===== src/video_test_pattern_pkg.sv =====
// Constants for the video test pattern generator configuration block.
// Contract
// - With the colour-depth bit set, patterns are 18-bit, ramps have 64 steps and only the six top colour bits carry.
// - With the colour-depth bit clear, patterns are 24-bit and ramps have 256 steps.
// - Under internal timing the clock-source bit picks the external pixel clock when set, the divided clock when clear.
// - The clock-source bit has no effect while the timing source select is zero.
// - With the timing-source bit set, the generator builds its own timing from the programmed frame geometry.
// - With the timing-source bit clear, the generator follows the incoming pixel clock, data enable and syncs.
// - The invert bit makes the generator output the inverted colours of the pattern, otherwise unchanged colours.
// - With auto-scroll set, the pattern moves to the next enabled one after the frame dwell count; otherwise it stays.
// - The indirect data register carries write data to, and read data from, the selected indirect register.
// - The fixed pattern select field is ignored while auto-scroll is enabled.
// - Patterns are produced only while the control enable bit is set.
package video_test_pattern_pkg;
  localparam logic [7:0] REG_CONTROL = 8'h64;
  localparam logic [7:0] REG_CONFIG = 8'h65;
  localparam logic [7:0] REG_IND_ADDR = 8'h66;
  localparam logic [7:0] REG_IND_DATA = 8'h67;
  localparam logic [7:0] CONTROL_RESET = 8'h10;
  localparam logic [7:0] CONFIG_RESET = 8'h00;
  localparam logic [7:0] IND_ADDR_RESET = 8'h00;
  localparam logic [7:0] IND_DATA_RESET = 8'h00;
  localparam logic [7:0] CONFIG_WRITE_MASK = 8'h1F;
  localparam int CTL_ENABLE_BIT = 0;
  localparam int CTL_SEL_LSB = 4;
  localparam int CFG_DEPTH18_BIT = 4;
  localparam int CFG_EXT_CLK_BIT = 3;
  localparam int CFG_TSEL_BIT = 2;
  localparam int CFG_INVERT_BIT = 1;
  localparam int CFG_AUTO_BIT = 0;
  // Indirect register indices.
  localparam logic [4:0] IND_DWELL = 5'h00;
  localparam logic [4:0] IND_HTOT_LO = 5'h01;
  localparam logic [4:0] IND_HTOT_HI = 5'h02;
  localparam logic [4:0] IND_VTOT_LO = 5'h03;
  localparam logic [4:0] IND_VTOT_HI = 5'h04;
  localparam logic [4:0] IND_HACT_LO = 5'h05;
  localparam logic [4:0] IND_HACT_HI = 5'h06;
  localparam logic [4:0] IND_VACT_LO = 5'h07;
  localparam logic [4:0] IND_VACT_HI = 5'h08;
  localparam logic [4:0] IND_HSW = 5'h09;
  localparam logic [4:0] IND_VSW = 5'h0A;
  localparam logic [4:0] IND_HBP = 5'h0B;
  localparam logic [4:0] IND_VBP = 5'h0C;
  localparam logic [4:0] IND_SYNC_CFG = 5'h0D;
  localparam logic [4:0] IND_CUST_R = 5'h0E;
  localparam logic [4:0] IND_CUST_G = 5'h0F;
  localparam logic [4:0] IND_CUST_B = 5'h10;
  localparam logic [4:0] IND_MASK_LO = 5'h11;
  localparam logic [4:0] IND_MASK_HI = 5'h12;
  localparam int IND_COUNT = 19;
  localparam logic [7:0] IND_RESET = 8'h00;
  // Timing of the internal divided pixel clock.
  localparam int REF_CLK_PERIOD_NS = 4;
  localparam int INT_PCLK_PERIOD_NS = 16;
  localparam int INT_DIV_CYCLES = INT_PCLK_PERIOD_NS / REF_CLK_PERIOD_NS;
  localparam logic [11:0] STEPS_24 = 12'h100;
  localparam logic [11:0] STEPS_18 = 12'h040;
  localparam logic [23:0] DEPTH18_MASK = 24'hFCFCFC;
  localparam logic [3:0] PAT_WHITE = 4'h1;
  localparam logic [3:0] PAT_BLACK = 4'h2;
  localparam logic [3:0] PAT_RED = 4'h3;
  localparam logic [3:0] PAT_GREEN = 4'h4;
  localparam logic [3:0] PAT_BLUE = 4'h5;
  localparam logic [3:0] PAT_H_GRAY = 4'h6;
  localparam logic [3:0] PAT_H_RED = 4'h7;
  localparam logic [3:0] PAT_H_GREEN = 4'h8;
  localparam logic [3:0] PAT_H_BLUE = 4'h9;
  localparam logic [3:0] PAT_V_GRAY = 4'hA;
  localparam logic [3:0] PAT_V_RED = 4'hB;
  localparam logic [3:0] PAT_V_GREEN = 4'hC;
  localparam logic [3:0] PAT_CUSTOM = 4'hD;
  localparam logic [3:0] PAT_V_BLUE = 4'hE;
  localparam logic [3:0] PAT_LAST = 4'hE;
  localparam int PIXEL_WIDTH = 27;
  localparam int FIFO_DEPTH = 4;
endpackage


===== src/pixel_stream_if.sv =====
// Valid and ready pixel stream between the generator and its output FIFO.
`timescale 1ns/100ps
interface pixel_stream_if #(parameter int WIDTH = 27);
  logic valid;
  logic ready;
  logic [WIDTH-1:0] data;
  modport source(output valid, output data, input ready);
  modport sink(input valid, input data, output ready);
endinterface


===== src/video_test_pattern_config.sv =====
// Test pattern generator: configuration registers, timing, pattern colours and auto-scroll.
`timescale 1ns/100ps
module video_test_pattern_config (
  input wire logic ref_clk,
  input wire logic sys_rst,
  input wire logic [7:0] reg_addr,
  input wire logic [7:0] reg_wdata,
  input wire logic reg_we,
  input wire logic reg_re,
  output logic [7:0] reg_rdata,
  input wire logic ext_pclk,
  input wire logic ext_de,
  input wire logic ext_hs,
  input wire logic ext_vs,
  output logic vid_valid,
  input wire logic vid_ready,
  output logic vid_de,
  output logic vid_hs,
  output logic vid_vs,
  output logic [23:0] vid_rgb,
  output logic gen_active
);
  ////////////////////////////////////////////////////////////////////////////
  logic [7:0] control;
  logic [7:0] config_reg;
  logic [7:0] ind_addr;
  logic [7:0] ind_mem [video_test_pattern_pkg::IND_COUNT];

  wire enable = control[video_test_pattern_pkg::CTL_ENABLE_BIT];
  wire [3:0] fixed_sel = control[video_test_pattern_pkg::CTL_SEL_LSB +: 4];
  wire depth18 = config_reg[video_test_pattern_pkg::CFG_DEPTH18_BIT];
  wire ext_clk_sel = config_reg[video_test_pattern_pkg::CFG_EXT_CLK_BIT];
  wire tsel = config_reg[video_test_pattern_pkg::CFG_TSEL_BIT];
  wire invert = config_reg[video_test_pattern_pkg::CFG_INVERT_BIT];
  wire auto_scroll = config_reg[video_test_pattern_pkg::CFG_AUTO_BIT];

  wire wr_control = reg_we && reg_addr == video_test_pattern_pkg::REG_CONTROL;
  wire wr_config = reg_we && reg_addr == video_test_pattern_pkg::REG_CONFIG;
  wire wr_ind_addr = reg_we && reg_addr == video_test_pattern_pkg::REG_IND_ADDR;
  wire wr_ind_data = reg_we && reg_addr == video_test_pattern_pkg::REG_IND_DATA;
  wire ind_hit = ind_addr < 8'(video_test_pattern_pkg::IND_COUNT);
  wire [4:0] ind_idx = ind_addr[4:0];
  wire [7:0] ind_rd = ind_hit ? ind_mem[ind_idx] : 8'h00;
  wire [7:0] rd_mux = (reg_addr == video_test_pattern_pkg::REG_CONTROL) ? control :
                      (reg_addr == video_test_pattern_pkg::REG_CONFIG) ? config_reg :
                      (reg_addr == video_test_pattern_pkg::REG_IND_ADDR) ? ind_addr :
                      (reg_addr == video_test_pattern_pkg::REG_IND_DATA) ? ind_rd : 8'h00;

  always_ff @(posedge ref_clk) begin
    if (sys_rst) begin
      control <= video_test_pattern_pkg::CONTROL_RESET;
      config_reg <= video_test_pattern_pkg::CONFIG_RESET;
      ind_addr <= video_test_pattern_pkg::IND_ADDR_RESET;
      reg_rdata <= 8'h00;
    end else begin
      if (wr_control) begin
        control <= reg_wdata;
      end
      if (wr_config) begin
        config_reg <= reg_wdata & video_test_pattern_pkg::CONFIG_WRITE_MASK;
      end
      if (wr_ind_addr) begin
        ind_addr <= reg_wdata;
      end
      if (reg_re) begin
        reg_rdata <= rd_mux;
      end
    end
  end

  // Writes to indices beyond the table are dropped and such reads return zero.
  always_ff @(posedge ref_clk) begin
    if (sys_rst) begin
      for (int i = 0; i < video_test_pattern_pkg::IND_COUNT; i++) begin
        ind_mem[i] <= video_test_pattern_pkg::IND_RESET;
      end
    end else if (wr_ind_data && ind_hit) begin
      ind_mem[ind_idx] <= reg_wdata;
    end
  end

  ////////////////////////////////////////////////////////////////////////////
  wire [11:0] h_total = {ind_mem[video_test_pattern_pkg::IND_HTOT_HI][3:0], ind_mem[video_test_pattern_pkg::IND_HTOT_LO]};
  wire [11:0] v_total = {ind_mem[video_test_pattern_pkg::IND_VTOT_HI][3:0], ind_mem[video_test_pattern_pkg::IND_VTOT_LO]};
  wire [11:0] h_act = {ind_mem[video_test_pattern_pkg::IND_HACT_HI][3:0], ind_mem[video_test_pattern_pkg::IND_HACT_LO]};
  wire [11:0] v_act = {ind_mem[video_test_pattern_pkg::IND_VACT_HI][3:0], ind_mem[video_test_pattern_pkg::IND_VACT_LO]};
  wire [11:0] hsw = {4'h0, ind_mem[video_test_pattern_pkg::IND_HSW]};
  wire [11:0] vsw = {4'h0, ind_mem[video_test_pattern_pkg::IND_VSW]};
  wire [11:0] h_start = hsw + {4'h0, ind_mem[video_test_pattern_pkg::IND_HBP]};
  wire [11:0] v_start = vsw + {4'h0, ind_mem[video_test_pattern_pkg::IND_VBP]};
  wire h_pol = ind_mem[video_test_pattern_pkg::IND_SYNC_CFG][0];
  wire v_pol = ind_mem[video_test_pattern_pkg::IND_SYNC_CFG][1];
  wire [7:0] dwell = ind_mem[video_test_pattern_pkg::IND_DWELL];
  wire [13:0] pat_mask = {ind_mem[video_test_pattern_pkg::IND_MASK_HI][5:0], ind_mem[video_test_pattern_pkg::IND_MASK_LO]};

  // Pin synchronisers: bit 3 pixel clock, 2 data enable, 1 hsync, 0 vsync.
  logic [3:0] pin_meta;
  logic [3:0] pin_sync;
  logic pclk_prev;
  logic [7:0] div_cnt;
  logic div_tick;

  always_ff @(posedge ref_clk) begin
    if (sys_rst) begin
      pin_meta <= 4'h0;
      pin_sync <= 4'h0;
      pclk_prev <= 1'b0;
      div_cnt <= 8'h00;
      div_tick <= 1'b0;
    end else begin
      pin_meta <= {ext_pclk, ext_de, ext_hs, ext_vs};
      pin_sync <= pin_meta;
      pclk_prev <= pin_sync[3];
      div_tick <= div_cnt == 8'(video_test_pattern_pkg::INT_DIV_CYCLES - 1);
      div_cnt <= (div_cnt == 8'(video_test_pattern_pkg::INT_DIV_CYCLES - 1)) ? 8'h00 : div_cnt + 8'h01;
    end
  end

  wire ext_rise = pin_sync[3] & ~pclk_prev;
  wire pix_tick = (tsel && !ext_clk_sel) ? div_tick : ext_rise;
  logic fifo_ready;
  // The output FIFO stalls the internal timing; external timing cannot wait, so a refused pixel is lost.
  wire adv = pix_tick & enable & fifo_ready;

  logic [11:0] h_cnt;
  logic [11:0] v_cnt;
  wire h_last = h_cnt >= h_total - 12'h001;
  wire v_last = v_cnt >= v_total - 12'h001;
  wire int_de = h_cnt >= h_start && h_cnt < h_start + h_act && v_cnt >= v_start && v_cnt < v_start + v_act;
  wire cur_de = tsel ? int_de : pin_sync[2];
  wire hs_act = tsel ? (h_cnt < hsw) : (pin_sync[1] ^ h_pol);
  wire vs_act = tsel ? (v_cnt < vsw) : (pin_sync[0] ^ v_pol);

  always_ff @(posedge ref_clk) begin
    if (sys_rst || !enable || !tsel) begin
      h_cnt <= 12'h000;
      v_cnt <= 12'h000;
    end else if (adv) begin
      h_cnt <= h_last ? 12'h000 : h_cnt + 12'h001;
      if (h_last) begin
        v_cnt <= v_last ? 12'h000 : v_cnt + 12'h001;
      end
    end
  end

  ////////////////////////////////////////////////////////////////////////////
  logic prev_de;
  logic prev_vs;
  logic [7:0] h_lvl;
  logic [7:0] v_lvl;
  logic [11:0] h_acc;
  logic [11:0] v_acc;
  wire frame_start = adv & vs_act & ~prev_vs;
  wire line_end = adv & prev_de & ~cur_de;
  wire [11:0] steps = depth18 ? video_test_pattern_pkg::STEPS_18 : video_test_pattern_pkg::STEPS_24;
  wire [11:0] h_sum = h_acc + steps;
  wire [11:0] v_sum = v_acc + steps;

  // Ramps step by a running remainder so the levels spread evenly over any active size from the step count up to 4096 less the step count.
  always_ff @(posedge ref_clk) begin
    if (sys_rst || !enable) begin
      prev_de <= 1'b0;
      prev_vs <= 1'b0;
      h_lvl <= 8'h00;
      v_lvl <= 8'h00;
      h_acc <= 12'h000;
      v_acc <= 12'h000;
    end else if (adv) begin
      prev_de <= cur_de;
      prev_vs <= vs_act;
      if (!cur_de) begin
        h_lvl <= 8'h00;
        h_acc <= 12'h000;
      end else if (h_sum >= h_act) begin
        h_lvl <= h_lvl + 8'h01;
        h_acc <= h_sum - h_act;
      end else begin
        h_acc <= h_sum;
      end
      if (frame_start) begin
        v_lvl <= 8'h00;
        v_acc <= 12'h000;
      end else if (line_end && v_sum >= v_act) begin
        v_lvl <= v_lvl + 8'h01;
        v_acc <= v_sum - v_act;
      end else if (line_end) begin
        v_acc <= v_sum;
      end
    end
  end

  function automatic logic [3:0] next_pattern(input logic [3:0] cur, input logic [13:0] mask);
    logic [3:0] p;
    logic [3:0] r;
    logic found;
    p = cur;
    r = cur;
    found = 1'b0;
    for (int k = 0; k < 14; k++) begin
      p = (p >= video_test_pattern_pkg::PAT_LAST || p == 4'h0) ? 4'h1 : p + 4'h1;
      if (!found && mask[p - 4'h1]) begin
        r = p;
        found = 1'b1;
      end
    end
    return r;
  endfunction

  logic [3:0] active_pat;
  logic [7:0] dwell_cnt;
  wire dwell_done = {1'b0, dwell_cnt} + 9'h001 >= {1'b0, dwell};

  always_ff @(posedge ref_clk) begin
    if (sys_rst) begin
      active_pat <= video_test_pattern_pkg::CONTROL_RESET[video_test_pattern_pkg::CTL_SEL_LSB +: 4];
      dwell_cnt <= 8'h00;
    end else if (!auto_scroll) begin
      active_pat <= fixed_sel;
      dwell_cnt <= 8'h00;
    end else if (frame_start) begin
      // The select field is not looked at here while scrolling.
      if (dwell_done) begin
        active_pat <= next_pattern(active_pat, pat_mask);
        dwell_cnt <= 8'h00;
      end else begin
        dwell_cnt <= dwell_cnt + 8'h01;
      end
    end
  end

  wire [7:0] hl = depth18 ? {h_lvl[5:0], 2'b00} : h_lvl;
  wire [7:0] vl = depth18 ? {v_lvl[5:0], 2'b00} : v_lvl;
  wire [23:0] custom = {ind_mem[video_test_pattern_pkg::IND_CUST_R], ind_mem[video_test_pattern_pkg::IND_CUST_G],
                        ind_mem[video_test_pattern_pkg::IND_CUST_B]};
  wire [23:0] base_rgb =
    (active_pat == video_test_pattern_pkg::PAT_WHITE) ? 24'hFFFFFF :
    (active_pat == video_test_pattern_pkg::PAT_RED) ? 24'hFF0000 :
    (active_pat == video_test_pattern_pkg::PAT_GREEN) ? 24'h00FF00 :
    (active_pat == video_test_pattern_pkg::PAT_BLUE) ? 24'h0000FF :
    (active_pat == video_test_pattern_pkg::PAT_H_GRAY) ? {hl, hl, hl} :
    (active_pat == video_test_pattern_pkg::PAT_H_RED) ? {hl, 16'h0000} :
    (active_pat == video_test_pattern_pkg::PAT_H_GREEN) ? {8'h00, hl, 8'h00} :
    (active_pat == video_test_pattern_pkg::PAT_H_BLUE) ? {16'h0000, hl} :
    (active_pat == video_test_pattern_pkg::PAT_V_GRAY) ? {vl, vl, vl} :
    (active_pat == video_test_pattern_pkg::PAT_V_RED) ? {vl, 16'h0000} :
    (active_pat == video_test_pattern_pkg::PAT_V_GREEN) ? {8'h00, vl, 8'h00} :
    (active_pat == video_test_pattern_pkg::PAT_V_BLUE) ? {16'h0000, vl} :
    (active_pat == video_test_pattern_pkg::PAT_CUSTOM) ? custom : 24'h000000;
  wire [23:0] inv_rgb = invert ? ~base_rgb : base_rgb;
  wire [23:0] out_rgb = depth18 ? (inv_rgb & video_test_pattern_pkg::DEPTH18_MASK) : inv_rgb;

  ////////////////////////////////////////////////////////////////////////////
  pixel_stream_if #(.WIDTH(video_test_pattern_pkg::PIXEL_WIDTH)) gen_stream();
  pixel_stream_if #(.WIDTH(video_test_pattern_pkg::PIXEL_WIDTH)) out_stream();

  assign gen_stream.valid = adv;
  assign gen_stream.data = {cur_de, hs_act ^ h_pol, vs_act ^ v_pol, cur_de ? out_rgb : 24'h000000};
  assign fifo_ready = gen_stream.ready;
  assign out_stream.ready = vid_ready;

  pixel_fifo #(.WIDTH(video_test_pattern_pkg::PIXEL_WIDTH), .DEPTH(video_test_pattern_pkg::FIFO_DEPTH)) out_fifo (
    .ref_clk(ref_clk),
    .sys_rst(sys_rst),
    .wr(gen_stream),
    .rd(out_stream)
  );

  assign vid_valid = out_stream.valid;
  assign {vid_de, vid_hs, vid_vs, vid_rgb} = out_stream.data;

  always_ff @(posedge ref_clk) begin
    if (sys_rst) begin
      gen_active <= 1'b0;
    end else begin
      gen_active <= enable;
    end
  end
endmodule


===== src/pixel_fifo.sv =====
// Shift-style FIFO whose head entry is a flip-flop, so its outputs are registered.
`timescale 1ns/100ps
module pixel_fifo #(
  parameter int WIDTH = 27,
  parameter int DEPTH = 4
) (
  input wire logic ref_clk,
  input wire logic sys_rst,
  pixel_stream_if.sink wr,
  pixel_stream_if.source rd
);
  logic [DEPTH-1:0] valid;
  logic [WIDTH-1:0] mem [DEPTH];
  logic [DEPTH-1:0] sh_v;
  logic [WIDTH-1:0] sh_d [DEPTH];
  wire pop = valid[0] & rd.ready;
  wire push = wr.valid & wr.ready;

  // Ready ignores a pop in the same cycle; this costs a cycle of throughput but keeps ready a clean flop term.
  assign wr.ready = ~valid[DEPTH-1];
  assign rd.valid = valid[0];
  assign rd.data = mem[0];

  for (genvar i = 0; i < DEPTH; i++) begin : g_entry
    wire prev_v;
    wire load;
    if (i == DEPTH - 1) begin : g_last
      assign sh_v[i] = pop ? 1'b0 : valid[i];
      assign sh_d[i] = mem[i];
    end else begin : g_mid
      assign sh_v[i] = pop ? valid[i+1] : valid[i];
      assign sh_d[i] = pop ? mem[i+1] : mem[i];
    end
    if (i == 0) begin : g_head
      assign prev_v = 1'b1;
    end else begin : g_tail
      assign prev_v = sh_v[i-1];
    end
    assign load = push & ~sh_v[i] & prev_v;
    always_ff @(posedge ref_clk) begin
      if (sys_rst) begin
        valid[i] <= 1'b0;
        mem[i] <= '0;
      end else begin
        valid[i] <= sh_v[i] | load;
        mem[i] <= load ? wr.data : sh_d[i];
      end
    end
  end
endmodule


===== config.mk =====
export PLATFORM = sky130hd
export DESIGN_NAME = video_test_pattern_config
export DESIGN_NICKNAME = d
export VERILOG_FILES = /design/src/video_test_pattern_pkg.sv /design/src/pixel_stream_if.sv /design/src/video_test_pattern_config.sv /design/src/pixel_fifo.sv
export SDC_FILE = /design/constraint.sdc
export NUM_CORES = 1
export LEC_CHECK = 0
export BUFFER_PORTS_ARGS = -buffer_cell sky130_fd_sc_hd__buf_2
export CAP_MARGIN = 5
export CELL_PAD_IN_SITES_DETAIL_PLACEMENT = 0
export CELL_PAD_IN_SITES_GLOBAL_PLACEMENT = 2
export CORE_UTILIZATION = 42
export CTS_BUF_LIST = sky130_fd_sc_hd__clkbuf_8
export DETAILED_ROUTE_END_ITERATION = 6
export GPL_ROUTABILITY_DRIVEN = 0
export PLACE_DENSITY = 0.78
export SKIP_CTS_REPAIR_TIMING = 1
export SKIP_LAST_GASP = 1
export SYNTH_ARGS = -nofsm -noshare
export SYNTH_HDL_FRONTEND = slang
export SYNTH_HIERARCHICAL = 1
export SYNTH_SLANG_ARGS = --single-unit

===== constraint.sdc =====
create_clock -name ref_clk -period 55.9 [get_ports ref_clk]
set_input_delay 5.59 -clock ref_clk [delete_from_list [all_inputs] [get_ports ref_clk]]
set_output_delay 5.59 -clock ref_clk [all_outputs]
set_load 0.02 [all_outputs]

Word level (Yosys, flattened, before mapping) --
Memories as Yosys holds them, arrays and structs flattened. A register that Yosys moved wholly into a read port is not among the register bits. Cells that the tools add are included.
Cells by class: add/sub/neg operators 45, $lt $le $gt $ge 40, equal/unequal tests 22, mux-type cells 190, bitwise gates (word level) 38, reduce and logical (&&, ||, !) cells 79
Operators with widths (number):
- 24-bit two-way mux | 15
- 27-bit two-way mux | 11
- 4-bit two-way mux | 31
- 8-bit two-way mux | 13
- 1-bit two-way mux | 94
- 12-bit two-way mux | 7
- 4-bit by 5-bit less-than comparator with 1-bit output (second input constant) | 14
- 4-bit by 1-bit adder with 4-bit output (second input constant) | 14
- 1-bit binary-select mux with 4-bit select | 14
- 4-bit >= comparator (second input constant) | 14
- 4-bit zero test | 14
- 4-bit by 1-bit subtractor with 4-bit output (second input constant) | 14
- 12-bit >= comparator | 4
- 8-bit by 1-bit adder with 8-bit output (second input constant) | 4
- 8-bit by 7-bit equality test with 1-bit output (second input constant) | 4
- 4-bit equality test (second input constant) | 7
- 12-bit by 1-bit adder with 12-bit output (second input constant) | 2
- 12-bit by 9-bit adder with 12-bit output | 2
- 9-bit by 12-bit adder with 12-bit output | 2
- 12-bit by 9-bit >= comparator with 1-bit output | 2
- 12-bit less-than comparator | 2
- 12-bit by 8-bit less-than comparator with 1-bit output | 2
- 24-bit NOT | 1
- 12-bit by 1-bit subtractor with 12-bit output (second input constant) | 2
- 27 further kinds | 125
Storage, ports and cells: flip-flop bits (word level) 130, RAM bits 260, bits of input ports 25, output and inout bits 37, memories kept 2
Memories:
- ind_mem | words 19, width 8, rd ports 20, clocked after memory_dff 1, write ports 19, RTL line video_test_pattern_config.sv:27 | logic [7:0] ind_mem [video_test_pattern_pkg::IND_COUNT];
- out_fifo.mem | words 4, width 27, rd ports 4, clocked after memory_dff 0, write ports 4, RTL line pixel_fifo.sv:13 | logic [WIDTH-1:0] mem [DEPTH];

Depth between registers and ports, before layout --
Gate-level depths: netlist (run 1).
depth in word-level cells 101, mapped depth 98

Modules after synthesis --
The synthesis (run 1) kept the hierarchy.
By module, submodules not included:
- video_test_pattern_config | instances 1, cells each 2983, area each 28374.7 µm²
- pixel_fifo | instances 1, cells each 579, area each 5006.1 µm²

Worst setup path after synthesis (run 1) --
Ideal clock, no wire load.
path kind reg2reg, from reg active_pat[0], to reg active_pat[1], arrival time 17.950 ns, setup slack 37.859 ns, stages on the path, launching flop included 91, path buffers 10, cell sequence dfxtp_1 -> buf_2 -> inv_1 -> ha_1 -> or3b_2 -> nand2_1 -> nor2_1 -> ha_1 -> or2_2 -> a31oi_1 -> o211ai_2 -> inv_1 -> buf_1 -> ha_1 -> nor2_1 -> or4_1 -> buf_2 -> and2_4 -> [55 not listed] -> a31oi_1 -> a32oi_2 -> nand3_1 -> inv_1 -> ha_1 -> and3_1 -> a221oi_4 -> nand2_1 -> ha_1 -> clkbuf_1 -> mux4_2 -> mux2i_1 -> mux2i_1 -> nand2b_1 -> nor4_1 -> nor2_1 -> o21a_1 -> a311oi_1
Between the ends: cells in the longest elaborated chain, start to end 101
RTL lines:
- start: declaration | RTL line video_test_pattern_config.sv:209 | logic [3:0] active_pat;
- start signal: assignment | RTL line video_test_pattern_config.sv:215 | active_pat <= video_test_pattern_pkg::CONTROL_RESET[video_test_pattern_pkg::CTL_SEL_LSB +: 4];
- start signal: assignment | RTL line video_test_pattern_config.sv:218 | active_pat <= fixed_sel;
- start signal: assignment | RTL line video_test_pattern_config.sv:223 | active_pat <= next_pattern(active_pat, pat_mask);
- 4-bit >= comparator or 4-bit zero test (tied branches) | RTL line video_test_pattern_config.sv:200 | p = (p >= video_test_pattern_pkg::PAT_LAST || p == 4'h0) ? 4'h1 : p + 4'h1;
- 1-bit logical OR | RTL line video_test_pattern_config.sv:200
- 4-bit two-way mux (*) | RTL line video_test_pattern_config.sv:200
- 4-bit by 1-bit subtractor with 4-bit output | RTL line video_test_pattern_config.sv:201 | if (!found && mask[p - 4'h1]) begin
- 1-bit binary-select mux with 4-bit select | RTL line video_test_pattern_config.sv:201
- 1-bit two-way mux (not written as such) | RTL line video_test_pattern_config.sv:201
- 1-bit two-way mux | RTL line video_test_pattern_config.sv:201
- 1-bit two-way mux | RTL line video_test_pattern_config.sv:222 | if (dwell_done) begin
- [85 not listed]
- 1-bit two-way mux | RTL line video_test_pattern_config.sv:217 | end else if (!auto_scroll) begin
- 1-bit two-way mux | RTL line video_test_pattern_config.sv:214 | if (sys_rst) begin
- 1-bit zero test | RTL line video_test_pattern_config.sv:201
- 1-bit logical AND | RTL line video_test_pattern_config.sv:201
- 4-bit two-way mux | RTL line video_test_pattern_config.sv:201
- 4-bit two-way mux | RTL line video_test_pattern_config.sv:222
- 4-bit two-way mux | RTL line video_test_pattern_config.sv:220 | end else if (frame_start) begin
- 4-bit two-way mux | RTL line video_test_pattern_config.sv:217
Every way passes the cells marked *; elsewhere a longest branch is shown, timed or not. The select of a mux whose other input is x is not followed. A chain may end at the register's enable or synchronous reset.

Worst setup path after layout (run 1) --
Ends and elaborated chain as after synthesis.

==> impl_metrics.env, run 1 <==
export IMPL_crit_fanout=16
export IMPL_cts_path_max_buffers=3
export IMPL_synth_edf_count=248
export IMPL_start_util=0.423
export IMPL_fin_crit_sh=0.393
export IMPL_cts_root_buf="clkbuf_8"
export IMPL_peakVddDrop_mv=0.0214
export IMPL_ys_types=112
export IMPL_cts_tree="built"
export IMPL_rsz0062_at_grt="no"
export IMPL_cpMaxStageDelayCell="nor2_1"
export IMPL_drt_wl_total_um=107000
export IMPL_slew_headroom=0.205
export IMPL_synth_top_area_share=0.223
export IMPL_largest_reg_flops=256
export IMPL_grt_overflow_total=0
export IMPL_antenna_left=0
export IMPL_critPathRequiredTime_ns=56.47
export IMPL_drc=0
export IMPL_max_stage_delay_ns=0.66
export IMPL_first_pass_iters=6
export IMPL_critPathLaunch="active_pat[0]"
export IMPL_die_h_um=284
export IMPL_antenna_found_initial=1
export IMPL_viasPerCell=5.85
export IMPL_synth_seq_area_share=0.374
export IMPL_critPathLaunchType="flop"
export IMPL_n_fill_cell=7589
export IMPL_syn_area_mm2=0.0334
export IMPL_insertion_delay_ns=0.71
export IMPL_tightest_slew_ns=1.18
export IMPL_yosys_top_cells_area="edfxtp_1 22%, dfxtp_1 15%, ha_1 7.6%, mux4_2 6.9%, nor2_1 4.6%"
export IMPL_dp_hpwl_um=76600
export IMPL_routedWlPerCell_um=22.4
export IMPL_power_density_mw_per_mm2=27.2
export IMPL_final_common_cell="nor2_1"
export IMPL_crit_type="flop to flop"
export IMPL_worstSetupEndpointType="flop"
export IMPL_port_buffers=61
export IMPL_largest_register="ind_mem"
export IMPL_clock_sinks=499
export IMPL_timing_rr_start="active_pat[0]"
export IMPL_min_path_type="flop to flop"
export IMPL_async_flop_share=0
export IMPL_track_usage=0.260
export IMPL_setup_viol=0
export IMPL_syn_to_final_growth_pct=9.86
export IMPL_nets=3884
export IMPL_syn_inst=3562
export IMPL_grt_pass1_wl_um=163000
export IMPL_path_common_cell="ha_1"
export IMPL_die_w_um=284
export IMPL_cts_clk_slew_worst_paths_ns=0.06
export IMPL_core_mm2=0.0789
export IMPL_fp_dieArea_mm2=0.0806
export IMPL_finalHoldViolCount=0
export IMPL_tns_ns=0
export IMPL_dr_total_vias=27900
export IMPL_fin_worst_skew_ns=0.0590
export IMPL_stdcell_area_mm2=0.0367
export IMPL_synth_flop_cell="dfxtp_1"
export IMPL_critPathArrivalTime_ns=22.52
export IMPL_drv_slew=0
export IMPL_power_leakage_nw=14.5
export IMPL_min_period_ns=21.95
export IMPL_io_pins=62
export IMPL_final_core_utilization=0.465
export IMPL_drt_iter0_drc=2111
export IMPL_grt_pass1_vias=27200
export IMPL_cts_buffers=89
export IMPL_maxCapViolCount=0
export IMPL_hp_start="pin_meta[3]"
export IMPL_place_area_mm2=0.0349
export IMPL_final_cell_mix="407 x nor2_1, 305 x nand2_1, 248 x dfxtp_1, 248 x edfxtp_1, 232 x inv_1"
export IMPL_drive_gt1_frac=0.113
export IMPL_yosysWarnings=6
export IMPL_h_tree_depth=3
export IMPL_avgSynthCellArea_um2=9.37
export IMPL_rows=103
export IMPL_clock_fmax_ghz=0.0456
export IMPL_status="complete, no violations"
export IMPL_reg_top3="ind_mem x256, out_fifo/mem x108"
export IMPL_synth_seq_cells=499
export IMPL_synth_top_cell_by_area="edfxtp_1"
export IMPL_grt_max_degree=87
## stage by stage
stage / worst slack (ns) / hold slack, ns / power [mW] / instances
finish: 33.95 / 0.445 / 0.998 / 4771
global route: 31.94 / 0.463 / 1.05 / 4771
global placement: 35.09 / 0.429 / 0.652 / 4610
detailed placement: 34.36 / 0.430 / 0.653 / 4610
CTS: 34.30 / 0.449 / 1.00 / 4770
floorplan: 37.86 / 0.414 / 0.598 / 3665
## cell type report
cell class              instances  area, um2  area share
diodes                          1       2.50   0.0000682
clock buffers                  98       1350      0.0368
clock inverters                62        429      0.0117
inverters                     206        773      0.0211
multi-input cells            2752      19700       0.537
flip-flops and latches        499      12500       0.340
well taps                    1050       1310      0.0358
repair buffers                103        627      0.0171
## cell usage after synthesis (46+ instances only)
| master | instances |
|---|---|
| a211oi_1 | 80 |
| a21oi_1 | 225 |
| a22oi_1 | 46 |
| and3_1 | 100 |
| clkbuf_1 | 157 |
| dfxtp_1 | 251 |
| edfxtp_1 | 248 |
| ha_1 | 202 |
| inv_1 | 200 |
| mux2i_1 | 76 |
| mux4_2 | 102 |
| nand2_1 | 306 |
| nand2b_1 | 62 |
| nand3_1 | 101 |
| nor2_1 | 407 |
| nor2b_1 | 61 |
| nor3_1 | 48 |
| o21ai_0 | 101 |
| xnor2_1 | 98 |
| xor2_1 | 90 |
## final timing paths
kind,end,cells past startpoint,slack [ns]
max reg2reg,active_pat[1],81,33.95
min,pin_sync[3],1,0.45
min reg2reg,pin_sync[3],1,0.45
max,active_pat[1],81,33.95
## per-layer routing
layer  vias to the layer above  part of all wire  GRT usage
li1                      13100                 -          -
met1                     13600              0.44      0.341
met2                       952              0.47      0.427
met3                       226             0.059     0.0407
met4                         0             0.038      0.103
met5                         -                 0    0.00238
## kinds of logic after synthesis
| group | after synthesis | synth area share |
|---|---|---|
| and+or+nand+nor | 1220 | 0.173 |
| xor gates and xnor gates | 193 | 0.0523 |
| AOI/OAI and AO/OA | 825 | 0.173 |
| other | 1 | 0.000112 |
| muxes | 202 | 0.0999 |
| adders and majority gates | 208 | 0.0793 |
| buffers and inverters | 414 | 0.0484 |
| DFF | 499 | 0.374 |
## power by group
| group | internal, mW | total (mW) | switching, mW |
|---|---|---|---|
| logic | 0.0990 | 0.254 | 0.155 |
| clock network | 0.182 | 0.345 | 0.163 |
| registers | 0.392 | 0.399 | 0.00705 |
## worst max-delay path, delay by kind of cell (launching register included)
family | cells | cell delay [ns]
simple gates | 29 | 8.50
fa+ha+maj | 14 | 4.51
compound gates | 15 | 3.63
buf+inv | 18 | 3.29
mux | 5 | 1.25
flops | 1 | 0.63
Note: power is estimated with default switching activity, not from simulation.
==> inputs of run 2 (changes only) <==
--- a/config.mk
+++ b/config.mk
@@ -9,11 +9,11 @@
 export CAP_MARGIN = 5
 export CELL_PAD_IN_SITES_DETAIL_PLACEMENT = 0
 export CELL_PAD_IN_SITES_GLOBAL_PLACEMENT = 2
-export CORE_UTILIZATION = 42
+export CORE_UTILIZATION = 39
 export CTS_BUF_LIST = sky130_fd_sc_hd__clkbuf_8
 export DETAILED_ROUTE_END_ITERATION = 6
 export GPL_ROUTABILITY_DRIVEN = 0
-export PLACE_DENSITY = 0.78
+export PLACE_DENSITY = 0.76
 export SKIP_CTS_REPAIR_TIMING = 1
 export SKIP_LAST_GASP = 1
 export SYNTH_ARGS = -nofsm -noshare
==> constraint.sdc (replaced) <==
create_clock -name ref_clk -period 20.1 [get_ports ref_clk]
set_input_delay 2.01 -clock ref_clk [delete_from_list [all_inputs] [get_ports ref_clk]]
set_output_delay 2.01 -clock ref_clk [all_outputs]
set_load 0.02 [all_outputs]
==> run 2 against run 1 <==
Compared with the run above: sequential power rose to 2.8 times the previous value; clock-buffer cell count up 7; critical endpoint is now active_pat[2]; design area up 1.1%; non-clock buffer count up 18; sequential cell count unchanged; register-to-register slack worse by 32 ns; total power rose to 2.8 times the previous value; utilization down 2.5 points; combinational power rose to 2.9 times the previous value; global-route usage down 1.5 points; clock power rose to 2.9 times the previous value; critical path type unchanged; final cell count up 2.2%.
==> impl_metrics.env, run 2 (synthesized netlist as in run 1, its figures left out) <==
export IMPL_grt_overflow_total=0
export IMPL_antenna_left=0
export IMPL_insertion_delay_ns=0.73
export IMPL_drc=0
export IMPL_tightest_slew_ns=1.15
export IMPL_start_util=0.396
export IMPL_reg2reg_depth=85
export IMPL_worstHoldEndpoint="pin_sync[0]"
export IMPL_cts_clk_slew_worst_paths_ns=0.07
export IMPL_worstSetupEndpointType="flop"
export IMPL_worst_hold_slack_ns=0.435
export IMPL_critPathRequiredTime_ns=20.71
export IMPL_n_fill_cell=8219
export IMPL_setup_viol=0
export IMPL_critPathArrivalTime_ns=19.15
export IMPL_drive_gt1_frac=0.123
export IMPL_drv_slew=0
export IMPL_drt_iter0_drc=2373
export IMPL_largest_reg_flops=256
export IMPL_maxCapViolCount=0
export IMPL_multi_input_area_mm2=0.0198
export IMPL_grt_pass1_vias=26900
export IMPL_final_common_cell="nor2_1"
export IMPL_port_buffers=61
export IMPL_clock_fmax_ghz=0.0539
export IMPL_r2r_slack_ns=1.56
export IMPL_stdcell_area_mm2=0.0371
export IMPL_final_core_utilization=0.440
export IMPL_cts_buffers=90
export IMPL_track_usage=0.244
export IMPL_tns_ns=0
export IMPL_fin_crit_sh=0.923
export IMPL_peakVddDrop_mv=0.0632
export IMPL_power_leakage_nw=14.6
export IMPL_core_mm2=0.0842
export IMPL_power_total_mw=2.84
export IMPL_status="complete, no violations"
export IMPL_routedWlPerCell_um=22.0
export IMPL_min_period_ns=18.54
export IMPL_die_h_um=295
export IMPL_rsz0062_at_grt="no"
export IMPL_instances_no_fill=4874
export IMPL_fp_dieArea_mm2=0.0868
export IMPL_drt_wl_total_um=107000
export IMPL_finalHoldViolCount=0
export IMPL_dpl_cell_count=4704
export IMPL_crit_type="flop to flop"
export IMPL_clock_sinks=499
export IMPL_cts_root_buf="clkbuf_8"
export IMPL_antenna_found_initial=1
export IMPL_place_area_mm2=0.0351
export IMPL_syn_to_final_growth_pct=11.0
export IMPL_max_stage_delay_ns=0.51
export IMPL_min_path_type="flop to flop"
export IMPL_critPathLaunchType="flop"
export IMPL_power_density_mw_per_mm2=76.5
export IMPL_cts_tree="built"
export IMPL_cpMaxStageDelayCell="or4_4"
export IMPL_io_pins=62
export IMPL_layout_setup_ws_ns=1.56
export IMPL_regArea_mm2=0.0125
export IMPL_cts_path_max_buffers=3
export IMPL_h_tree_depth=3
export IMPL_timing_rr_start="active_pat[0]"
export IMPL_path_common_cell="inv_1"
export IMPL_reg_top3="ind_mem x256, out_fifo/mem x108"
export IMPL_die_w_um=295
export IMPL_dp_slack_ns=0.0913
export IMPL_first_pass_iters=6
export IMPL_dp_hpwl_um=78000
export IMPL_worstHoldPathCells=1
export IMPL_fin_worst_skew_ns=0.0725
export IMPL_crit_fanout=15
export IMPL_viasPerCell=5.71
export IMPL_grt_max_degree=87
export IMPL_nets=3903
export IMPL_dr_total_vias=27900
export IMPL_slew_headroom=0.228
export IMPL_final_cell_mix="403 x nor2_1, 305 x nand2_1, 248 x dfxtp_1, 248 x edfxtp_1"
export IMPL_largest_register="ind_mem"
export IMPL_rows=106
export IMPL_hp_start="pin_meta[0]"
export IMPL_grt_pass1_wl_um=163000
export IMPL_reg2reg_to="active_pat[2]"
[run 2: cell count changes in the layout (fill, tap and decap cells not counted), sizes merged]
cell      change
inv          -10
clkinv        +2
bufinv        +1
buf          +18
clkinvlp      +1
clkbuf        +7
[run 2: cell type report]
type / count / area share
inverters: 206 / 0.0210
clock inverters: 56 / 0.0107
repair buffers: 121 / 0.0206
clock buffers: 105 / 0.0390
diodes: 1 / 0.0000675
multi-input cells: 2752 / 0.534
well taps: 1134 / 0.0383
flip-flops and latches: 499 / 0.337
[run 2: where the power goes]
part / switching (mW) / total [mW] / internal [mW]
logic: 0.441 / 0.729 / 0.288
registers: 0.0216 / 1.11 / 1.09
clock network: 0.453 / 0.995 / 0.542
[run 2: how the worst max path moves through the flow]
stage                        startpoint             to  slack, ns  cells after the start
after detailed placement  active_pat[0]  active_pat[1]       0.09                     82
after global placement    active_pat[0]  active_pat[1]       0.51                     82
after floorplan           active_pat[0]  active_pat[1]       2.06                     90
final                     active_pat[0]  active_pat[2]       1.56                     85
after CTS                 active_pat[0]  active_pat[2]      -0.08                     82
after global routing      active_pat[0]  active_pat[2]       0.12                     85
[run 2: worst max-delay path, delay by kind of cell (launching register included)]
kind	cells	cell delay, ns
fa+ha+maj	14	3.86
buf+inv	20	3.16
mux	4	1.11
simple gates	32	6.83
flops	1	0.31
compound gates	15	3.16
[run 2: layer usage]
layer  wire, um  track usage  part of all wire
met1      47400        0.326              0.44
met2      50200        0.404              0.47
met3       5610       0.0308             0.052
met4       4170       0.0901             0.039
met5          0            0                 0
==> inputs of run 3 (changes only) <==
--- a/config.mk
+++ b/config.mk
@@ -18,5 +18,4 @@
 export SKIP_LAST_GASP = 1
 export SYNTH_ARGS = -nofsm -noshare
 export SYNTH_HDL_FRONTEND = slang
-export SYNTH_HIERARCHICAL = 1
 export SYNTH_SLANG_ARGS = --single-unit
==> run 3 against run 2 <==
Compared with the run above: sequential cell count is the same; critical path depth decreased by 11; maximum frequency up 0.65%; highest routed layer unchanged.
==> impl_metrics.env, run 3 <==
export IMPL_min_period_ns=18.42
export IMPL_grt_max_degree=97
export IMPL_dr_total_vias=27500
export IMPL_yosys_top_cells_area="edfxtp_1 22%, dfxtp_1 15%, ha_1 7.7%, mux4_2 7.5%, nor2_1 4.7%"
export IMPL_grt_overflow_total=0
export IMPL_cpMaxStageDelayCell="or3_1"
export IMPL_synth_top_family_by_area="simple AND/OR/NAND/NOR gates"
export IMPL_reg_top3="ind_mem x256, out_fifo.mem x108"
export IMPL_dp_hpwl_um=74100
export IMPL_start_util=0.395
export IMPL_regArea_mm2=0.0125
export IMPL_grt_pass1_wl_um=159000
export IMPL_crit_fanout=15
export IMPL_yosysWarnings=0
export IMPL_avgSynthCellArea_um2=9.38
export IMPL_synth_top_area_share=0.225
export IMPL_track_usage=0.237
export IMPL_yosys_top_cells_count="412 x nor2_1, 328 x nand2_1, 251 x dfxtp_1"
export IMPL_fin_crit_sh=0.917
export IMPL_clkPwrFrac=0.348
export IMPL_largest_register="ind_mem"
export IMPL_synth_flop_cell="dfxtp_1"
export IMPL_power_total_mw=2.91
export IMPL_cts_root_buf="clkbuf_8"
export IMPL_power_share_combinational=0.272
export IMPL_synthAdderAreaFrac=0.0802
export IMPL_viasPerCell=5.68
export IMPL_core_mm2=0.0840
export IMPL_p_int_mw=1.95
export IMPL_drive_gt1_frac=0.124
export IMPL_die_h_um=294
export IMPL_finalHoldViolCount=0
export IMPL_grt_pass1_vias=26900
export IMPL_critPathLaunchType="flop"
export IMPL_tns_ns=0
export IMPL_p_switching_mw=0.956
export IMPL_tightest_slew_ns=1.16
export IMPL_worst_hold_slack_ns=0.434
export IMPL_antenna_found_initial=5
export IMPL_place_area_mm2=0.0348
export IMPL_synthXorXnorAreaFrac=0.0500
export IMPL_drc=0
export IMPL_first_pass_iters=6
export IMPL_multi_input_area_mm2=0.0196
export IMPL_cts_buffers=90
export IMPL_nets=3860
export IMPL_fp_dieArea_mm2=0.0862
export IMPL_die_w_um=294
export IMPL_slew_headroom=0.214
export IMPL_final_cell_mix="411 x nor2_1, 326 x nand2_1, 248 x dfxtp_1, 248 x edfxtp_1, 218 x a21oi_1"
export IMPL_async_flop_share=0
export IMPL_cts_path_max_buffers=3
export IMPL_routedWlPerCell_um=21.3
export IMPL_min_path_type="flop to flop"
export IMPL_clock_fmax_ghz=0.0543
export IMPL_cts_tree="built"
export IMPL_swShare=0.329
export IMPL_fin_worst_skew_ns=0.0364
export IMPL_h_tree_depth=3
export IMPL_antenna_left=0
export IMPL_ys_types=121
export IMPL_peakVddDrop_mv=0.0823
export IMPL_cts_clk_slew_worst_paths_ns=0.06
export IMPL_final_core_utilization=0.438
export IMPL_synth_seq_cells=499
export IMPL_drv_slew=0
export IMPL_syn_inst=3535
export IMPL_rows=106
export IMPL_path_common_cell="ha_1"
export IMPL_synth_compound_area_share=0.158
export IMPL_power_leakage_nw=14.3
export IMPL_critPathRequiredTime_ns=20.68
export IMPL_synth_seq_area_share=0.376
export IMPL_synth_simple_area_share=0.186
export IMPL_critPathArrivalTime_ns=19.01
export IMPL_syn_area_mm2=0.0332
export IMPL_drt_wl_total_um=103000
export IMPL_largest_reg_flops=256
export IMPL_n_fill_cell=8281
export IMPL_synth_top_cell_by_area="edfxtp_1"
export IMPL_syn_to_final_growth_pct=10.8
export IMPL_p_seq_frac=0.380
export IMPL_stdcell_area_mm2=0.0367
export IMPL_synth_edf_count=248
export IMPL_final_common_cell="nor2_1"
export IMPL_io_pins=62
export IMPL_rsz0062_at_grt="no"
export IMPL_port_buffers=61
export IMPL_muxShareOfSynthArea=0.103
export IMPL_power_density_mw_per_mm2=79.1
export IMPL_setup_viol=0
export IMPL_insertion_delay_ns=0.71
export IMPL_status="complete, no violations"
export IMPL_maxCapViolCount=0
export IMPL_drt_iter0_drc=2350
export IMPL_yosysMostFrequentCell="nor2_1"
export IMPL_max_stage_delay_ns=0.57
export IMPL_worstSetupEndpointType="flop"
export IMPL_clock_sinks=499
export IMPL_crit_type="flop to flop"
## run 3: cell types whose count changed after synthesis, moves of 16 or more
| cell | previous run | this run |
|---|---|---|
| and2_1 | 23 | 40 |
| a211oi_1 | 80 | 22 |
| nand2_1 | 306 | 328 |
| nand3_1 | 101 | 169 |
| a311oi_1 | 40 | 85 |
| and3_1 | 100 | 39 |
| inv_1 | 200 | 180 |
| xor2_1 | 90 | 74 |
| a211oi_2 | 25 | 1 |
| a221oi_1 | 32 | 1 |
## run 3: metrics by stage
step / std cells / setup WS [ns]
final: 4838 / 1.68
after global routing: 4837 / 0.299
after CTS: 4835 / 0.261
after detailed placement: 4667 / 0.302
after global placement: 4667 / 1.07
after floorplan: 3638 / 3.92
## run 3: metal layers
metal | track usage | part of all wire | vias up
li1 | - | - | 13000
met4 | 0.0551 | 0.018 | 0
met3 | 0.0381 | 0.069 | 135
met2 | 0.376 | 0.45 | 942
met5 | 0 | 0 | -
met1 | 0.337 | 0.46 | 13500
## run 3: layout make-up
cell class | count | area share
clock inverter | 61 | 0.0120
sequential | 499 | 0.340
multi-input combinational | 2751 | 0.534
clock buffer | 107 | 0.0401
tap | 1134 | 0.0386
antenna | 2 | 0.000136
inverter | 184 | 0.0189
timing repair buffer | 100 | 0.0165
## run 3: critical path, delay by kind of cell, from the launching register on
family,cells,cell delay [ns]
AOI/OAI and AO/OA,17,3.84
adders and majority gates,14,3.91
buffers and inverters,15,2.45
DFF,1,0.55
muxes,5,1.29
and+or+nand+nor,23,6.26
## run 3: cells by family after synthesis
logic type / count (synthesis)
AO/OA/AOI/OAI: 763
XOR/XNOR: 186
multiplexers: 200
flip-flops: 499
buffers and inverters: 388
other: 1
AND/OR/NAND/NOR: 1289
adder cells (fa/ha/maj): 209
## run 3: power by group through the flow
stage / Combinational (mW) / Sequential [mW] / Clock [mW]
after CTS: 0.775 / 1.10 / 1.04
after floorplan: 0.621 / 1.11 / 0
final: 0.790 / 1.10 / 1.01
after global placement: 0.760 / 1.12 / 0
after detailed placement: 0.770 / 1.12 / 0
after global routing: 0.863 / 1.10 / 1.09
## run 3: worst paths after layout
| check | startpoint | end | slack (ns) | cells after the start |
|---|---|---|---|---|
| setup reg to reg | active_pat[1] | active_pat[2] | 1.68 | 74 |
| setup / recovery | active_pat[1] | active_pat[2] | 1.68 | 74 |
| hold reg to reg | pin_meta[3] | pin_sync[3] | 0.43 | 1 |
| hold / removal | pin_meta[3] | pin_sync[3] | 0.43 | 1 |
